--- src/inc/ddc_pkg.sv ---
package ddc_pkg;
    // ------------------------------------------------------------
    // Register offsets (seven-bit serial address space)
    // ------------------------------------------------------------
    localparam logic [6:0] ADDR_INT = 7'h00;
    localparam logic [6:0] ADDR_STATUS = 7'h01;
    localparam logic [6:0] ADDR_LINE_CFG = 7'h04;
    localparam logic [6:0] ADDR_AUX_CFG = 7'h05;
    // ------------------------------------------------------------
    // Field positions
    // ------------------------------------------------------------
    localparam int CFG_TYPE_LSB = 0;
    localparam int CFG_LEVEL_BIT = 2;
    localparam int CFG_TRACK_BIT = 3;
    localparam int ST_LINE_FAULT = 0;
    localparam int ST_AUX_FAULT = 1;
    localparam int ST_SERIAL = 2;
    localparam int ST_TRACK = 3;
    localparam int CMD_WRITE_BIT = 7;
    // ------------------------------------------------------------
    // Reset values
    // ------------------------------------------------------------
    localparam logic [7:0] LINE_CFG_RST = 8'h03;
    localparam logic [7:0] AUX_CFG_RST = 8'h03;
    // ------------------------------------------------------------
    // Host Wishbone map (byte addresses)
    // ------------------------------------------------------------
    localparam logic [3:0] WB_CMD = 4'h0;
    localparam logic [3:0] WB_STAT = 4'h4;
    localparam logic [3:0] WB_PINS = 4'h8;
    localparam logic [6:0] PINS_RST = 7'h00;
    // ------------------------------------------------------------
    // Timing: half period of host serial clock
    // ------------------------------------------------------------
    localparam int CLK_NS = 10;
    localparam int SCK_HALF_NS = 80;
    localparam int SCK_HALF_CYC = (SCK_HALF_NS + CLK_NS - 1) / CLK_NS;
    localparam int FRAME_BITS = 16;

    typedef enum logic [1:0] {
        DDC_SINK, DDC_SOURCE, DDC_PUSHPULL, DDC_OFF
    } ddc_type_t;
endpackage

--- src/inc/ddc_link_if.sv ---
`timescale 1ns/1ps
interface ddc_link_if;
    logic mode_sel;
    logic csn_pp;
    logic sdi_sink;
    logic sck;
    logic sdo;
    logic sdo_oe_n;
    logic sdo_line;
    logic line_enable_pin;
    logic line_transmit_pin;
    logic aux_enable_pin;
    logic aux_transmit_pin;

    // Open-drain style pull-up when released
    assign sdo_line = sdo_oe_n ? 1'b1 : sdo;

    modport dev (
        input mode_sel, csn_pp, sdi_sink, sck,
        input line_enable_pin, line_transmit_pin,
        input aux_enable_pin, aux_transmit_pin,
        output sdo, sdo_oe_n
    );
    modport host (
        output mode_sel, csn_pp, sdi_sink, sck,
        output line_enable_pin, line_transmit_pin,
        output aux_enable_pin, aux_transmit_pin,
        input sdo_line
    );
endinterface

--- src/rtl/ddc_drv_decode.sv ---
`timescale 1ns/1ps
module ddc_drv_decode (
    // Control
    input wire logic serial_i,
    input wire logic en_i,
    input wire logic tx_i,
    input wire logic level_i,
    input wire ddc_pkg::ddc_type_t type_i,
    input wire logic fault_i,
    // Drive
    output logic hi_o,
    output logic lo_o
);
    logic want_hi;
    logic want_lo;
    logic can_hi;
    logic can_lo;

    always_comb begin
        can_hi = (type_i == ddc_pkg::DDC_SOURCE) ||
                 (type_i == ddc_pkg::DDC_PUSHPULL);
        can_lo = (type_i == ddc_pkg::DDC_SINK) ||
                 (type_i == ddc_pkg::DDC_PUSHPULL);
        want_hi = 1'b0;
        want_lo = 1'b0;
        if (!serial_i) begin
            want_hi = en_i && !tx_i;
            want_lo = en_i && tx_i;
        end else if (type_i != ddc_pkg::DDC_OFF) begin
            want_hi = level_i || (en_i && !tx_i);
            want_lo = !level_i && en_i && tx_i;
        end
        hi_o = want_hi && can_hi && !fault_i;
        lo_o = want_lo && can_lo && !fault_i;
    end
endmodule

--- src/rtl/ddc_device.sv ---
// Local design decision: the Wishbone interface to the registers.
`timescale 1ns/1ps
// Operation
// - Select pin low pin mode, high serial
// - Pin mode main driver enable/transmit decode
// - Pin mode auxiliary driver same decode
// - Serial main driver: type, level, pins
// - Serial auxiliary driver, same decode
// - Pin mode types from two shared pins
// - Tracking: auxiliary adopts main configuration
// - Tracking serial only, main pins drive
// - Tracking ignores auxiliary enable/transmit pins
// - Tracking: any fault turns off both
// - Fault flags only for faulty driver
// - Host disables drivers before reconfiguring
// - First byte: seven-bit address, write bit
// - Status byte shifted out first
// - Then the addressed data byte
// - Host uses mode zero, clock idle low
// - Sample serial input on rising clock
// - Update serial output on falling clock
// - Transfers only while select held low
// - Interrupt bits sticky, cleared on read
module ddc_device (
    // Clock and reset
    input wire logic ref_clk_i,
    input wire logic rstn_i,
    // Link
    ddc_link_if.dev link,
    // Fault sense from each driver
    input wire logic line_fault_i,
    input wire logic aux_fault_i,
    // Driver controls
    output logic line_hi_o,
    output logic line_lo_o,
    output logic aux_hi_o,
    output logic aux_lo_o,
    output logic serial_mode_o
);
    localparam int NS = 8;

    logic [NS-1:0] meta_reg;
    logic [NS-1:0] sync_reg;
    logic sck_d_reg;
    logic csn_d_reg;
    logic [2:0] bit_cnt_reg;
    logic first_reg;
    logic write_reg;
    logic [6:0] addr_reg;
    logic [6:0] in_reg;
    logic [7:0] out_reg;
    logic [7:0] out_next_reg;
    logic [7:0] int_reg;
    logic [7:0] line_cfg_reg;
    logic [7:0] aux_cfg_reg;
    logic sdo_reg;
    logic sdo_oe_n_reg;
    logic line_hi_reg;
    logic line_lo_reg;
    logic aux_hi_reg;
    logic aux_lo_reg;

    logic serial;
    logic csn;
    logic sck;
    logic sdi;
    logic sck_rise;
    logic sck_fall;
    logic byte_done;
    logic [7:0] byte_in;
    logic [6:0] rd_addr;
    logic rd_int;
    logic tracking;
    logic any_fault;
    logic [7:0] status;
    logic [7:0] int_set;
    ddc_pkg::ddc_type_t line_type;
    ddc_pkg::ddc_type_t aux_type;
    logic aux_en;
    logic aux_tx;
    logic aux_level;
    logic line_kill;
    logic aux_kill;
    logic line_hi;
    logic line_lo;
    logic aux_hi;
    logic aux_lo;

    function automatic logic [7:0] reg_read(
        input logic [6:0] a,
        input logic [7:0] st,
        input logic [7:0] ir,
        input logic [7:0] lc,
        input logic [7:0] ac
    );
        logic [7:0] d;
        d = 8'h00;
        unique case (a)
            ddc_pkg::ADDR_INT: d = ir;
            ddc_pkg::ADDR_STATUS: d = st;
            ddc_pkg::ADDR_LINE_CFG: d = lc;
            ddc_pkg::ADDR_AUX_CFG: d = ac;
            default: d = 8'h00;
        endcase
        return d;
    endfunction

    // ------------------------------------------------------------
    // Pin synchronisers
    // ------------------------------------------------------------
    always_ff @(posedge ref_clk_i or negedge rstn_i) begin
        if (!rstn_i) begin
            meta_reg <= '0;
            sync_reg <= '0;
        end else begin
            meta_reg <= {link.mode_sel, link.csn_pp, link.sdi_sink,
                         link.sck, link.line_enable_pin,
                         link.line_transmit_pin, link.aux_enable_pin,
                         link.aux_transmit_pin};
            sync_reg <= meta_reg;
        end
    end

    assign serial = sync_reg[7];
    assign csn = sync_reg[6];
    assign sdi = sync_reg[5];
    assign sck = sync_reg[4];

    // ------------------------------------------------------------
    // Driver decode
    // ------------------------------------------------------------
    always_comb begin
        tracking = serial && aux_cfg_reg[ddc_pkg::CFG_TRACK_BIT];
        any_fault = line_fault_i || aux_fault_i;
        if (!serial) begin
            // Pin mode: both drivers share one type
            if (csn) begin
                line_type = ddc_pkg::DDC_PUSHPULL;
            end else if (sdi) begin
                line_type = ddc_pkg::DDC_SINK;
            end else begin
                line_type = ddc_pkg::DDC_SOURCE;
            end
            aux_type = line_type;
        end else begin
            line_type = ddc_pkg::ddc_type_t'(line_cfg_reg[1:0]);
            aux_type = ddc_pkg::ddc_type_t'(aux_cfg_reg[1:0]);
        end
        aux_en = sync_reg[1];
        aux_tx = sync_reg[0];
        aux_level = aux_cfg_reg[ddc_pkg::CFG_LEVEL_BIT];
        line_kill = line_fault_i;
        aux_kill = aux_fault_i;
        if (tracking) begin
            aux_type = line_type;
            aux_level = line_cfg_reg[ddc_pkg::CFG_LEVEL_BIT];
            aux_en = sync_reg[3];
            aux_tx = sync_reg[2];
            line_kill = any_fault;
            aux_kill = any_fault;
        end
    end

    ddc_drv_decode u_line (
        .serial_i(serial),
        .en_i(sync_reg[3]),
        .tx_i(sync_reg[2]),
        .level_i(line_cfg_reg[ddc_pkg::CFG_LEVEL_BIT]),
        .type_i(line_type),
        .fault_i(line_kill),
        .hi_o(line_hi),
        .lo_o(line_lo)
    );

    ddc_drv_decode u_aux (
        .serial_i(serial),
        .en_i(aux_en),
        .tx_i(aux_tx),
        .level_i(aux_level),
        .type_i(aux_type),
        .fault_i(aux_kill),
        .hi_o(aux_hi),
        .lo_o(aux_lo)
    );

    always_ff @(posedge ref_clk_i or negedge rstn_i) begin
        if (!rstn_i) begin
            line_hi_reg <= 1'b0;
            line_lo_reg <= 1'b0;
            aux_hi_reg <= 1'b0;
            aux_lo_reg <= 1'b0;
        end else begin
            line_hi_reg <= line_hi;
            line_lo_reg <= line_lo;
            aux_hi_reg <= aux_hi;
            aux_lo_reg <= aux_lo;
        end
    end

    // ------------------------------------------------------------
    // Serial framing
    // ------------------------------------------------------------
    assign sck_rise = sck && !sck_d_reg;
    assign sck_fall = !sck && sck_d_reg;
    assign byte_done = serial && !csn && sck_rise && (bit_cnt_reg == 3'd7);
    assign byte_in = {in_reg, sdi};
    assign rd_addr = first_reg ? byte_in[6:0] : addr_reg + 7'd1;
    assign rd_int = byte_done && (rd_addr == ddc_pkg::ADDR_INT) &&
                    !(first_reg ? byte_in[ddc_pkg::CMD_WRITE_BIT] :
                      write_reg);

    always_comb begin
        status = 8'h00;
        status[ddc_pkg::ST_LINE_FAULT] = line_fault_i;
        status[ddc_pkg::ST_AUX_FAULT] = aux_fault_i;
        status[ddc_pkg::ST_SERIAL] = serial;
        status[ddc_pkg::ST_TRACK] = tracking;
        // Only the driver at fault flags itself
        int_set = 8'h00;
        int_set[ddc_pkg::ST_LINE_FAULT] = line_fault_i;
        int_set[ddc_pkg::ST_AUX_FAULT] = aux_fault_i;
    end

    always_ff @(posedge ref_clk_i or negedge rstn_i) begin
        if (!rstn_i) begin
            sck_d_reg <= 1'b0;
            csn_d_reg <= 1'b1;
            bit_cnt_reg <= 3'd0;
            first_reg <= 1'b1;
            write_reg <= 1'b0;
            addr_reg <= 7'h00;
            in_reg <= 7'h00;
            out_next_reg <= 8'h00;
        end else begin
            sck_d_reg <= sck;
            csn_d_reg <= csn;
            if (!serial || csn) begin
                bit_cnt_reg <= 3'd0;
                first_reg <= 1'b1;
            end else if (sck_rise) begin
                in_reg <= byte_in[6:0];
                bit_cnt_reg <= bit_cnt_reg + 3'd1;
                if (bit_cnt_reg == 3'd7) begin
                    first_reg <= 1'b0;
                    addr_reg <= rd_addr;
                    if (first_reg) begin
                        write_reg <= byte_in[ddc_pkg::CMD_WRITE_BIT];
                    end
                    out_next_reg <= reg_read(rd_addr, status, int_reg,
                                             line_cfg_reg, aux_cfg_reg);
                end
            end
        end
    end

    // Writes land on the byte's last rising edge
    always_ff @(posedge ref_clk_i or negedge rstn_i) begin
        if (!rstn_i) begin
            line_cfg_reg <= ddc_pkg::LINE_CFG_RST;
            aux_cfg_reg <= ddc_pkg::AUX_CFG_RST;
        end else if (byte_done && !first_reg && write_reg) begin
            if (addr_reg == ddc_pkg::ADDR_LINE_CFG) begin
                line_cfg_reg <= byte_in;
            end
            if (addr_reg == ddc_pkg::ADDR_AUX_CFG) begin
                aux_cfg_reg <= byte_in;
            end
        end
    end

    // Set beats clear so no event slips past a read
    always_ff @(posedge ref_clk_i or negedge rstn_i) begin
        if (!rstn_i) begin
            int_reg <= 8'h00;
        end else begin
            int_reg <= (int_reg & ~{8{rd_int}}) | int_set;
        end
    end

    // ------------------------------------------------------------
    // Serial output
    // ------------------------------------------------------------
    always_ff @(posedge ref_clk_i or negedge rstn_i) begin
        if (!rstn_i) begin
            out_reg <= 8'h00;
            sdo_reg <= 1'b1;
            sdo_oe_n_reg <= 1'b1;
        end else if (!serial) begin
            // Pin mode: shared pin reports auxiliary fault, low active
            sdo_reg <= 1'b0;
            sdo_oe_n_reg <= !aux_fault_i;
        end else if (csn) begin
            sdo_oe_n_reg <= 1'b1;
            sdo_reg <= 1'b1;
        end else if (csn_d_reg) begin
            out_reg <= status;
            sdo_reg <= status[7];
            sdo_oe_n_reg <= 1'b0;
        end else if (sck_fall) begin
            if (bit_cnt_reg == 3'd0) begin
                out_reg <= out_next_reg;
                sdo_reg <= out_next_reg[7];
            end else begin
                out_reg <= {out_reg[6:0], 1'b0};
                sdo_reg <= out_reg[6];
            end
        end
    end

    assign link.sdo = sdo_reg;
    assign link.sdo_oe_n = sdo_oe_n_reg;
    assign line_hi_o = line_hi_reg;
    assign line_lo_o = line_lo_reg;
    assign aux_hi_o = aux_hi_reg;
    assign aux_lo_o = aux_lo_reg;
    assign serial_mode_o = sync_reg[7];
endmodule

--- src/flat_wrapper.sv ---
// flat-port wrapper written by rule: the top's interface ports become plain ports
module ddc_device_flat 
  (ref_clk_i, rstn_i, line_fault_i, aux_fault_i, line_hi_o, line_lo_o, aux_hi_o, aux_lo_o, serial_mode_o, link_mode_sel, link_csn_pp, link_sdi_sink, link_sck, link_line_enable_pin, link_line_transmit_pin, link_aux_enable_pin, link_aux_transmit_pin, link_sdo, link_sdo_oe_n);
  ddc_link_if link_i ();
  input wire logic ref_clk_i;
  input wire logic rstn_i;
  input wire logic line_fault_i;
  input wire logic aux_fault_i;
  output logic line_hi_o;
  output logic line_lo_o;
  output logic aux_hi_o;
  output logic aux_lo_o;
  output logic serial_mode_o;
  input wire logic [$bits(link_i.mode_sel)-1:0] link_mode_sel;
  input wire logic [$bits(link_i.csn_pp)-1:0] link_csn_pp;
  input wire logic [$bits(link_i.sdi_sink)-1:0] link_sdi_sink;
  input wire logic [$bits(link_i.sck)-1:0] link_sck;
  input wire logic [$bits(link_i.line_enable_pin)-1:0] link_line_enable_pin;
  input wire logic [$bits(link_i.line_transmit_pin)-1:0] link_line_transmit_pin;
  input wire logic [$bits(link_i.aux_enable_pin)-1:0] link_aux_enable_pin;
  input wire logic [$bits(link_i.aux_transmit_pin)-1:0] link_aux_transmit_pin;
  output wire logic [$bits(link_i.sdo)-1:0] link_sdo;
  output wire logic [$bits(link_i.sdo_oe_n)-1:0] link_sdo_oe_n;
  assign link_i.mode_sel = link_mode_sel;
  assign link_i.csn_pp = link_csn_pp;
  assign link_i.sdi_sink = link_sdi_sink;
  assign link_i.sck = link_sck;
  assign link_i.line_enable_pin = link_line_enable_pin;
  assign link_i.line_transmit_pin = link_line_transmit_pin;
  assign link_i.aux_enable_pin = link_aux_enable_pin;
  assign link_i.aux_transmit_pin = link_aux_transmit_pin;
  assign link_sdo = link_i.sdo;
  assign link_sdo_oe_n = link_i.sdo_oe_n;
  ddc_device u_core (.ref_clk_i(ref_clk_i), .rstn_i(rstn_i), .link(link_i), .line_fault_i(line_fault_i), .aux_fault_i(aux_fault_i), .line_hi_o(line_hi_o), .line_lo_o(line_lo_o), .aux_hi_o(aux_hi_o), .aux_lo_o(aux_lo_o), .serial_mode_o(serial_mode_o));
endmodule
--- config.mk ---
export PLATFORM = sky130hd
export DESIGN_NAME = ddc_device_flat
export DESIGN_NICKNAME = d
export VERILOG_FILES = /design/src/inc/ddc_pkg.sv /design/src/inc/ddc_link_if.sv /design/src/rtl/ddc_drv_decode.sv /design/src/rtl/ddc_device.sv /design/src/flat_wrapper.sv
export SDC_FILE = /design/constraint.sdc
export NUM_CORES = 1
export LEC_CHECK = 0
export BUFFER_PORTS_ARGS = -buffer_cell sky130_fd_sc_hd__buf_2
export CAP_MARGIN = 20
export CORE_ASPECT_RATIO = 1.4
export CORE_UTILIZATION = 45
export CTS_CLUSTER_DIAMETER = 30
export CTS_CLUSTER_SIZE = 16
export DETAILED_ROUTE_END_ITERATION = 6
export PLACE_DENSITY = 0.68
export SYNTH_ARGS = -nofsm -noshare
export SYNTH_HDL_FRONTEND = slang
export SYNTH_SLANG_ARGS = --single-unit
--- constraint.sdc ---
create_clock -name ref_clk_i -period 3.46 [get_ports ref_clk_i]
set_clock_uncertainty 0.1 [all_clocks]
set_input_delay 0.173 -clock ref_clk_i [delete_from_list [all_inputs] [get_ports ref_clk_i]]
set_output_delay 0.173 -clock ref_clk_i [all_outputs]
set_load 0.1 [all_outputs]
After elaboration in Yosys (flattened, before gate mapping)
Index checks and enable logic that the tools add are counted.
{"block": "word_totals", "ff_bits": 82, "input_bits": 12, "out_inout_bits": 7}
{"block": "op_classes", "n_addsub": 2, "n_eq_ne": 14, "n_mux": 37, "bitwise_logic": 5, "reduce_logical": 60}
{"op": "$pmux W8 S4", "n": 1}
{"op": "$eq A7 B3 Y1 const B", "n": 4}
{"op": "$mux W7", "n": 4}
{"op": "$logic_and A1 B1 Y1", "n": 26}
{"op": "$mux W1", "n": 26}
{"op": "$logic_not A1 Y1", "n": 13}
{"op": "$and A8 B8 Y8", "n": 1}
{"op": "$logic_or A1 B1 Y1", "n": 8}
{"op": "$mux W2", "n": 4}
{"op": "$not A8 Y8", "n": 1}
{"op": "$or A8 B2 Y8", "n": 1}
{"op": "$reduce_and A2 Y1", "n": 4}
{"op": "$add A7 B1 Y7 const B", "n": 1}
{"op": "$eq A7 B1 Y1 const B", "n": 1}
{"op": "$logic_not A7 Y1", "n": 1}
{"op": "$mux W3", "n": 2}
{"op": "$reduce_and A3 Y1", "n": 2}
{"op": "$reduce_bool A2 Y1", "n": 3}
{"op": "$eq A2 B1 Y1 const B", "n": 2}
{"op": "$eq A2 B2 Y1 const B", "n": 2}
{"op": "$logic_not A2 Y1", "n": 2}
{"op": "$ne A2 B2 Y1 const B", "n": 2}
{"op": "$ne A4 B4 Y1 const B", "n": 1}
{"op": "$add A3 B1 Y3 const B", "n": 1}
{"op": "other kinds (4)", "n": 5}

Logic depth before layout (Yosys ltp)
Gate-level depths: netlist of run 1.
{"block": "depth", "ltp_word": 9, "ltp_mapped": 9, "ltp_nobuf": 7}

Hierarchy
From an unflattened synthesis of run 1, not the netlist that was laid out.
{"block": "unflattened", "hier_cells": 309, "area_unflattened_um2": 3822.4}
{"mod": "ddc_device", "n_inst": 1, "cells_each": 285, "area_each_um2": 3629.7}
{"mod": "ddc_drv_decode", "n_inst": 2, "cells_each": 12, "area_each_um2": 96.3}

Worst setup path before layout of run 1
No wires, ideal clock.
{"block": "synth_path", "path_type": "reg2reg", "start": "register u_core.sync_reg[7]", "end": "register u_core.line_lo_reg (netlist: u_core.line_lo_o)", "arrival_ns": 2.478, "setup_slack_ns": 0.782, "path_stages_with_launch": 8, "path_buffers": 2, "period_less_slack_ns": 2.678, "path_cell_list": "dfrtp_1 -> buf_6 -> clkbuf_1 -> mux2_2 -> ha_1 -> a21o_1 -> a21oi_1 -> nor4bb_1"}
{"block": "synth_between", "elab_chain_cells": 6}
{"element": "start: declaration", "line_no": "ddc_device.sv:43", "source": "logic [NS-1:0] sync_reg;"}
{"element": "start signal: assignment", "line_no": "ddc_device.sv:120", "source": "sync_reg <= meta_reg;"}
{"element": "$mux W2", "line_no": "ddc_device.sv:135", "source": "if (!serial) begin"}
{"element": "$ne A2 B2 Y1", "line_no": "ddc_drv_decode.sv:29", "source": "end else if (type_i != ddc_pkg::DDC_OFF) begin"}
{"element": "$mux W1", "line_no": "ddc_drv_decode.sv:29"}
{"element": "$mux W1", "line_no": "ddc_drv_decode.sv:26", "source": "if (!serial_i) begin"}
{"element": "$logic_and A1 B1 Y1", "line_no": "ddc_drv_decode.sv:34", "source": "lo_o = want_lo && can_lo && !fault_i;"}
{"element": "$logic_and A1 B1 Y1 *", "line_no": "ddc_drv_decode.sv:34"}
{"element": "named net u_core.line_lo", "line_no": "ddc_device.sv:85", "source": "logic line_lo;"}
{"element": "end signal: assignment", "line_no": "ddc_device.sv:194", "source": "line_lo_reg <= line_lo;"}
{"element": "end: declaration", "line_no": "ddc_device.sv:59", "source": "logic line_lo_reg;"}
Mark *: on every way through the listed nets, which the timed path passes. The rest lies on a longest branch.
A chain may end at the register's enable or synchronous reset.

Final worst setup path of run 1
{"block": "layout_path", "start": "register u_core.first_reg", "end": "register u_core.int_reg[6]"}
{"block": "layout_between", "elab_chain_cells": 7}
{"element": "start: declaration", "line_no": "ddc_device.sv:47", "source": "logic first_reg;"}
{"element": "start signal: assignment", "line_no": "ddc_device.sv:229", "source": "first_reg <= 1'b1;"}
{"element": "start signal: assignment", "line_no": "ddc_device.sv:239", "source": "first_reg <= 1'b1;"}
{"element": "start signal: assignment", "line_no": "ddc_device.sv:244", "source": "first_reg <= 1'b0;"}
{"element": "$mux W7", "line_no": "ddc_device.sv:207", "source": "assign rd_addr = first_reg ? byte_in[6:0] : addr_reg + 7'd1;"}
{"element": "$logic_not A7 Y1", "line_no": "ddc_device.sv:208", "source": "assign rd_int = byte_done && (rd_addr == ddc_pkg::ADDR_INT) &&"}
{"element": "$logic_and A1 B1 Y1", "line_no": "ddc_device.sv:208"}
{"element": "$logic_and A1 B1 Y1 *", "line_no": "ddc_device.sv:208"}
{"element": "$not A8 Y8 *", "line_no": "ddc_device.sv:276", "source": "int_reg <= (int_reg & ~{8{rd_int}}) | int_set;"}
{"element": "$and A8 B8 Y8 *", "line_no": "ddc_device.sv:276"}
{"element": "$or A8 B2 Y8 *", "line_no": "ddc_device.sv:276"}
{"element": "end signal: assignment", "line_no": "ddc_device.sv:276"}
{"element": "end: declaration", "line_no": "ddc_device.sv:53", "source": "logic [7:0] int_reg;"}
Mark *: on every way between the ends. The rest lies on a longest branch, timed or not.

==> impl_results.md, run 1 <==
* Status: completed
* Cell Pwr Density at roughly 500 mW/mm2
* Placed Instance Area at approximately 0.0040 mm2
* Post-route ant nets at 0
* Post-CTS Setup Inserts at 0
* I/O Buffers at 18
* Worst EP arrival at approximately 2.7 ns
* Clock buffer depth at 2
* Cell Rows at 39
* Fin Setup TNS at 0 ns
* Sink Count at 82
* Multi-input logic area at ~0.0016 mm2
* FILL cells at between 700 and 800
* Vias per cell at 5.57
* Area grow syn2layout at 14.3%
* CTS tree: yes
* Slew Limit Fails at 0
* CTS resizes at 0
* Overall routing resource usage at 0.192
* Crit path required time at roughly 3.6 ns
* Most common library cell in the layout ignoring fill and taps: dfrtp_1
* Initial drt markers at around 130
* Die Width at 79.9 um
* Kind of critical path: flop to flop
* Final wirelength at 7590 um
* # diodes at 0
* DR WL/cell at roughly 17 um
* Leakage at between 0.002 and 0.0025 uW
* Share of cells above drive strength 1 at 0.234
* Seq. cell area at 0.00206 mm2
* Chip height at 111 um
* Antenna violations before repair at 0
* Sequential cell area fraction in the yosys report at 0.539
* Cts hold-fix bufs at 10
* Synthesized area per cell at 12.3 um2
* Syn. warnings at 0
* H-tree depth at 3
* Worst min path class: input port to flop
* Number of remaining DRC errors at 0
* Syn Inst Count at 312
* Cell area after layout at between 0.004 and 0.005 mm2
* Non-Filler Instances at 448
* DIE AREA at around 0.0089 mm2
* Unrepaired setup endpoints after global routing: no
* Top FF cell, synth: dfrtp_1
* Total core area at a little over 0.008 mm2
* Peak VDD IR at 0.000482 V
* Final Hold Fails at 0
* Routability congestion estimate at just under 0.9
* Max-cap viol count at 0
* TritonCTS Buffers at 9
* DPL Wire Length at about 5200 um
* CP Launch Type: flop
* Pre-Repair DR Iteration Count at 4
* Fmax at between 300 and 400 MHz
* Setup violators final at 0
* Slew headroom at 0.428
* Gr ovfl total at 0
* Mapped Area at 0.00382 mm2
* Final Cycle Share at 0.751
* Boundary Pins at 19
* Commonest non-fill, non-tap cells in the layout: dfrtp_1, nand2_1, mux2i_1
* Critical Path Sink Type: flop
* Flops & latches, synth at roughly 80
* Critical Path Fanout Max at 22
* Number of library cell types mapped by synthesis at 50
* Min cycle time layout at roughly 2.6 ns
* First-pass GRT wire length at around 13000 um
* Syn_nets at around 330
* Worst-Margin Slew at between 0.8 and 0.9 ns
* Final nets at 361
* Worst skew pair latency at around 0.33 ns
* Cells after DPL at around 420
* Via count at approximately 2500
* Number of global-route vias before repair at 2532
* Initial core utilization at 0.466
* Largest net degree at the start of global routing at just over 80
* Clock-pin slew on the worst setup and hold paths at 0.06 ns
* Clock Root Buffer: clkbuf_16
* EDFF count, synth at 0
* FFs w/ async S/R, synth at 1.00
## stage by stage
stage | util | worst slack, ns | total power (uW) | hold slack [ns]
finish | 0.533 | 0.861 | 2150 | 0.0296
global route | 0.533 | 0.625 | 2230 | 0.0243
CTS | 0.530 | 0.890 | 2160 | 0.0201
detailed placement | 0.485 | 0.913 | 1300 | 0.183
global placement | 0.485 | 1.02 | 1300 | 0.182
floorplan | - | 0.782 | 1220 | -0.223
## routing by layer
layer	share of wire	wire, um	up-vias	global-route usage
li1	-	-	1177	-
met4	0.030	231	0	0.0988
met5	0	0	-	0
met2	0.50	3790	45	0.304
met1	0.45	3400	1256	0.245
met3	0.023	171	18	0.0403
## final timing paths
check | from | endpoint | slack [ns] | depth (start not counted)
setup / recovery | u_core.first_reg$_DFFE_PN1P_ | u_core.int_reg[6]$_DFF_PN0_ | 0.86 | 4
hold / removal | line_fault_i | u_core.int_reg[0]$_DFF_PN0_ | 0.03 | 2
setup reg to reg | u_core.first_reg$_DFFE_PN1P_ | u_core.int_reg[6]$_DFF_PN0_ | 0.86 | 4
hold reg to reg | u_core.meta_reg[0]$_DFF_PN0_ | u_core.sync_reg[0]$_DFF_PN0_ | 0.25 | 0
max in group asynchronous | rstn_i | u_core.link.sdo$_DFFE_PN1P_ | 2.53 | 3
min in group asynchronous | rstn_i | u_core.addr_reg[6]$_DFFE_PN0P_ | 0.11 | 2
## where the power goes
| part | switching [uW] | total (uW) | internal [uW] |
|---|---|---|---|
| clock network | 345 | 847 | 502 |
| registers | 53.1 | 1060 | 1000 |
| logic | 143 | 244 | 100 |
| total | 542 | 2150 | 1610 |
## layout make-up
| class | instances | share of cell area |
|---|---|---|
| clock buffer | 13 | 0.0573 |
| clock inverter | 3 | 0.00344 |
| inverter | 6 | 0.00515 |
| multi-input combinational | 208 | 0.374 |
| sequential | 82 | 0.472 |
| tap | 102 | 0.0292 |
| timing repair buffer | 34 | 0.0590 |
## logic make-up (layout without fill, tap and decap cells)
logic type | count (synthesis) | in the layout | synth area share
AO/OA/AOI/OAI | 55 | 55 | 0.0979
XOR/XNOR | 3 | 3 | 0.00688
adder cells (fa/ha/maj) | 8 | 8 | 0.0262
buffers and inverters | 22 | 56 | 0.0327
flip-flops | 82 | 82 | 0.539
multiplexers | 53 | 53 | 0.172
AND/OR/NAND/NOR | 89 | 89 | 0.125
## synthesized netlist by cell type, types with 3 or more instances
cell type | count | area [um2]
dfrtp_1 | 74 | 1850
nand2_1 | 25 | 93.8
mux2i_1 | 21 | 210
nor2_1 | 18 | 67.6
mux2_4 | 16 | 240
a21oi_1 | 13 | 65.1
mux2_2 | 13 | 146
and2_1 | 10 | 62.6
o21ai_0 | 10 | 50.1
clkbuf_1 | 9 | 33.8
dfstp_2 | 8 | 210
ha_1 | 8 | 100
o31ai_1 | 8 | 60.1
a21o_1 | 7 | 52.6
and3_1 | 6 | 37.5
inv_1 | 6 | 22.5
buf_6 | 5 | 56.3
a2bb2oi_1 | 4 | 35.0
nand3_1 | 4 | 20.0
nor2b_1 | 4 | 25.0
and2_4 | 3 | 26.3
nand2b_1 | 3 | 18.8
## worst max-delay path, stage by stage (launching register included)
cell and delay, ns:
dfstp_2 0.77, mux2i_1 0.74, and2_1 0.32, nand4_1 0.28, and2_1 0.27
Power figures use the tool's default switching activity.
==> run 2: changes to the inputs <==
--- a/config.mk
+++ b/config.mk
@@ -12,7 +12,7 @@
 export CTS_CLUSTER_DIAMETER = 30
 export CTS_CLUSTER_SIZE = 16
 export DETAILED_ROUTE_END_ITERATION = 6
-export PLACE_DENSITY = 0.68
+export PLACE_DENSITY = 0.7
 export SYNTH_ARGS = -nofsm -noshare
 export SYNTH_HDL_FRONTEND = slang
 export SYNTH_SLANG_ARGS = --single-unit
==> constraint.sdc (replaced) <==
create_clock -name ref_clk_i -period 2.16 [get_ports ref_clk_i]
set_clock_uncertainty 0.1 [all_clocks]
set_input_delay 0.108 -clock ref_clk_i [delete_from_list [all_inputs] [get_ports ref_clk_i]]
set_output_delay 0.108 -clock ref_clk_i [all_outputs]
set_load 0.1 [all_outputs]
==> impl_results.md, run 2 (synthesis results as in run 1) <==
* I/O Buffers at 18 (unchanged)
* Vias per cell at 5.61 (+0.72%)
* Leakage at 0.00220 uW (+4.0%)
* Post-route ant nets at 0 (unchanged)
* Largest net degree at the start of global routing at 45 (-46%)
* First-pass GRT wire length at 13500 um (+7.7%)
* Clock Root Buffer: clkbuf_16
* Cell Rows at 39 (unchanged)
* Fin Setup TNS at 0 ns (unchanged)
* Peak VDD IR at 0.000697 V (+44%)
* H-tree depth at 3 (unchanged)
* Unrepaired setup endpoints after global routing: no
* DIE AREA at 0.00887 mm2 (unchanged)
* Number of remaining DRC errors at 0 (unchanged)
* CTS tree: yes
* Status: completed
* Chip height at 111 um (unchanged)
* Multi-input logic area at 0.00166 mm2 (+1.5%)
* Most common library cell in the layout ignoring fill and taps: dfrtp_1
* Final Util at 0.556 (+0.0226)
* FILL cells at 665 (-7.0%)
* # diodes at 0 (unchanged)
* Gr ovfl total at 0 (unchanged)
* CP Launch Type: flop
* Final wirelength at 8160 um (+7.6%)
* DR WL/cell at 17.7 um (+4.5%)
* Number of global-route vias before repair at 2708 (+7.0%)
* DPL Wire Length at 5570 um (+6.7%)
* Slew headroom at 0.405 (-0.0235)
* Critical Path, Cell by Cell: ha_2, nand4_1, or3_1, a41o_1, and2_1, a32o_1
* Total core area at 0.00820 mm2 (unchanged)
* Share of cells above drive strength 1 at 0.284 (+0.0500)
* Critical Path Fanout Max at 5 (-77%)
* Min cycle time layout at 2.03 ns (-0.569 ns)
* Max-cap viol count at 0 (unchanged)
* Critical Path Sink Type: flop
* Fmax at 493 MHz (+28%)
* Final nets at 374 (+3.6%)
* Crit path required time at 2.28 ns (-1.30 ns)
* Setup violators final at 0 (unchanged)
* Clock buffer depth at 2 (unchanged)
* Slew Limit Fails at 0 (unchanged)
* Worst min path class: input port to asynchronous set/reset pin
* Die Width at 79.9 um (unchanged)
* Family with the most delay on the worst path: simple AND/OR/NAND/NOR gates
* Worst-Margin Slew at 0.891 ns (+0.0352 ns)
* Final Hold Fails at 0 (unchanged)
* Via count at 2587 (+3.6%)
* Sink Count at 82 (unchanged)
* Worst slack, placed at -0.0409 ns (-0.954 ns)
* Kind of critical path: flop to flop
* Area grow syn2layout at 19.2%
* Seq. cell area at 0.00207 mm2 (+0.18%)
* Crit path buf inv count at 0 (unchanged)
* Antenna violations before repair at 0 (unchanged)
* Boundary Pins at 19 (unchanged)
* Initial drt markers at 179 (+43%)
* Pre-Repair DR Iteration Count at 4 (unchanged)
* Routability congestion estimate at 0.842 (-3.7%)
* Initial core utilization at 0.466 (unchanged)
* Slowest stage cell, crit path: dfrtp_1
* Worst skew pair latency at 0.33 ns (about the same)
* Overall routing resource usage at 0.204 (+0.0120)
* Final Worst Setup Slack at 0.130 ns (-0.731 ns)
* Clock-pin slew on the worst setup and hold paths at 0.06 ns (about the same)
* Commonest non-fill, non-tap cells in the layout: dfrtp_1, nand2_1, mux2i_1
* TritonCTS Buffers at 9 (unchanged)
* Cell Pwr Density at 833 mW/mm2 (+69%)
* Final Cycle Share at 0.940 (+0.189)
* Worst EP arrival at 2.15 ns (-0.57 ns)
* Slowest stage delay, CP at 0.41 ns (-0.36 ns)
* Reg2Reg Setup Slack at 0.13 ns (-0.73 ns)
run 2: cell types whose count changed in the layout (fill, tap and decap cells not counted), moves of 2 or more:
cell	delta
ha_2	+2
buf_4	+12
clkinv_2	-2
bufinv_16	+2
clkbuf_1	-2
ha_1	-2
run 2: area by class of cell:
| cell class | count | share of cell area |
|---|---|---|
| flip-flops and latches | 82 | 0.453 |
| clock buffers | 12 | 0.0563 |
| inverters | 6 | 0.00494 |
| well taps | 102 | 0.0280 |
| clock inverters | 4 | 0.0162 |
| multi-input cells | 208 | 0.364 |
| repair buffers | 47 | 0.0769 |
run 2: stage by stage:
stage | total power, uW | area (um2) | cells | hold WS [ns]
after floorplan | 1960 | 3830 | 312 | -0.288
after global routing | 3930 | 4560 | 461 | 0.253
after global placement | 2120 | 4080 | 433 | 0.0279
after detailed placement | 2130 | 4080 | 433 | 0.0408
final | 3790 | 4560 | 461 | 0.221
after CTS | 3810 | 4530 | 460 | 0.229
run 2: worst paths after layout:
check,from,depth (start not counted),to
max,u_core.addr_reg[1]$_DFFE_PN0P_,6,u_core.out_next_reg[3]$_DFFE_PN0P_
min,rstn_i,2,u_core.in_reg[0]$_DFFE_PN0P_
max reg2reg,u_core.addr_reg[1]$_DFFE_PN0P_,6,u_core.out_next_reg[3]$_DFFE_PN0P_
min reg2reg,u_core.meta_reg[0]$_DFF_PN0_,0,u_core.sync_reg[0]$_DFF_PN0_
max in group asynchronous,rstn_i,3,u_core.link.sdo$_DFFE_PN1P_
min in group ref_clk_i,u_core.meta_reg[0]$_DFF_PN0_,0,u_core.sync_reg[0]$_DFF_PN0_
run 2: worst register-to-register path, cell delays in order (launching register included):
cell,delay (ns)
dfrtp_1,0.41
ha_2,0.22
nand4_1,0.18
or3_1,0.36
a41o_1,0.22
and2_1,0.19
a32o_1,0.23
run 2: metal layers:
| metal | routed length (um) | part of all wire | global-route usage |
|---|---|---|---|
| met1 | 3280 | 0.40 | 0.246 |
| met2 | 4340 | 0.53 | 0.344 |
| met3 | 319 | 0.039 | 0.0428 |
| met4 | 227 | 0.028 | 0.0917 |
| met5 | 0 | 0 | 0 |
run 2: repair_timing:
action | 4_1_cts | 5_1_grt
pin swaps | 0 | 5
gates resized for setup | 1 | 6
endpoints found under the setup margin | 8 | 16
setup buffers | 0 | 1
hold endpoints to repair | 49 | 0
hold buffers | 11 | 0
run 2: power breakdown:
group	internal (uW)	switching, uW	leakage (uW)
Sequential	1610	82.7	0.00105
Combinational	192	252	0.000985
Clock	1080	583	0.000163
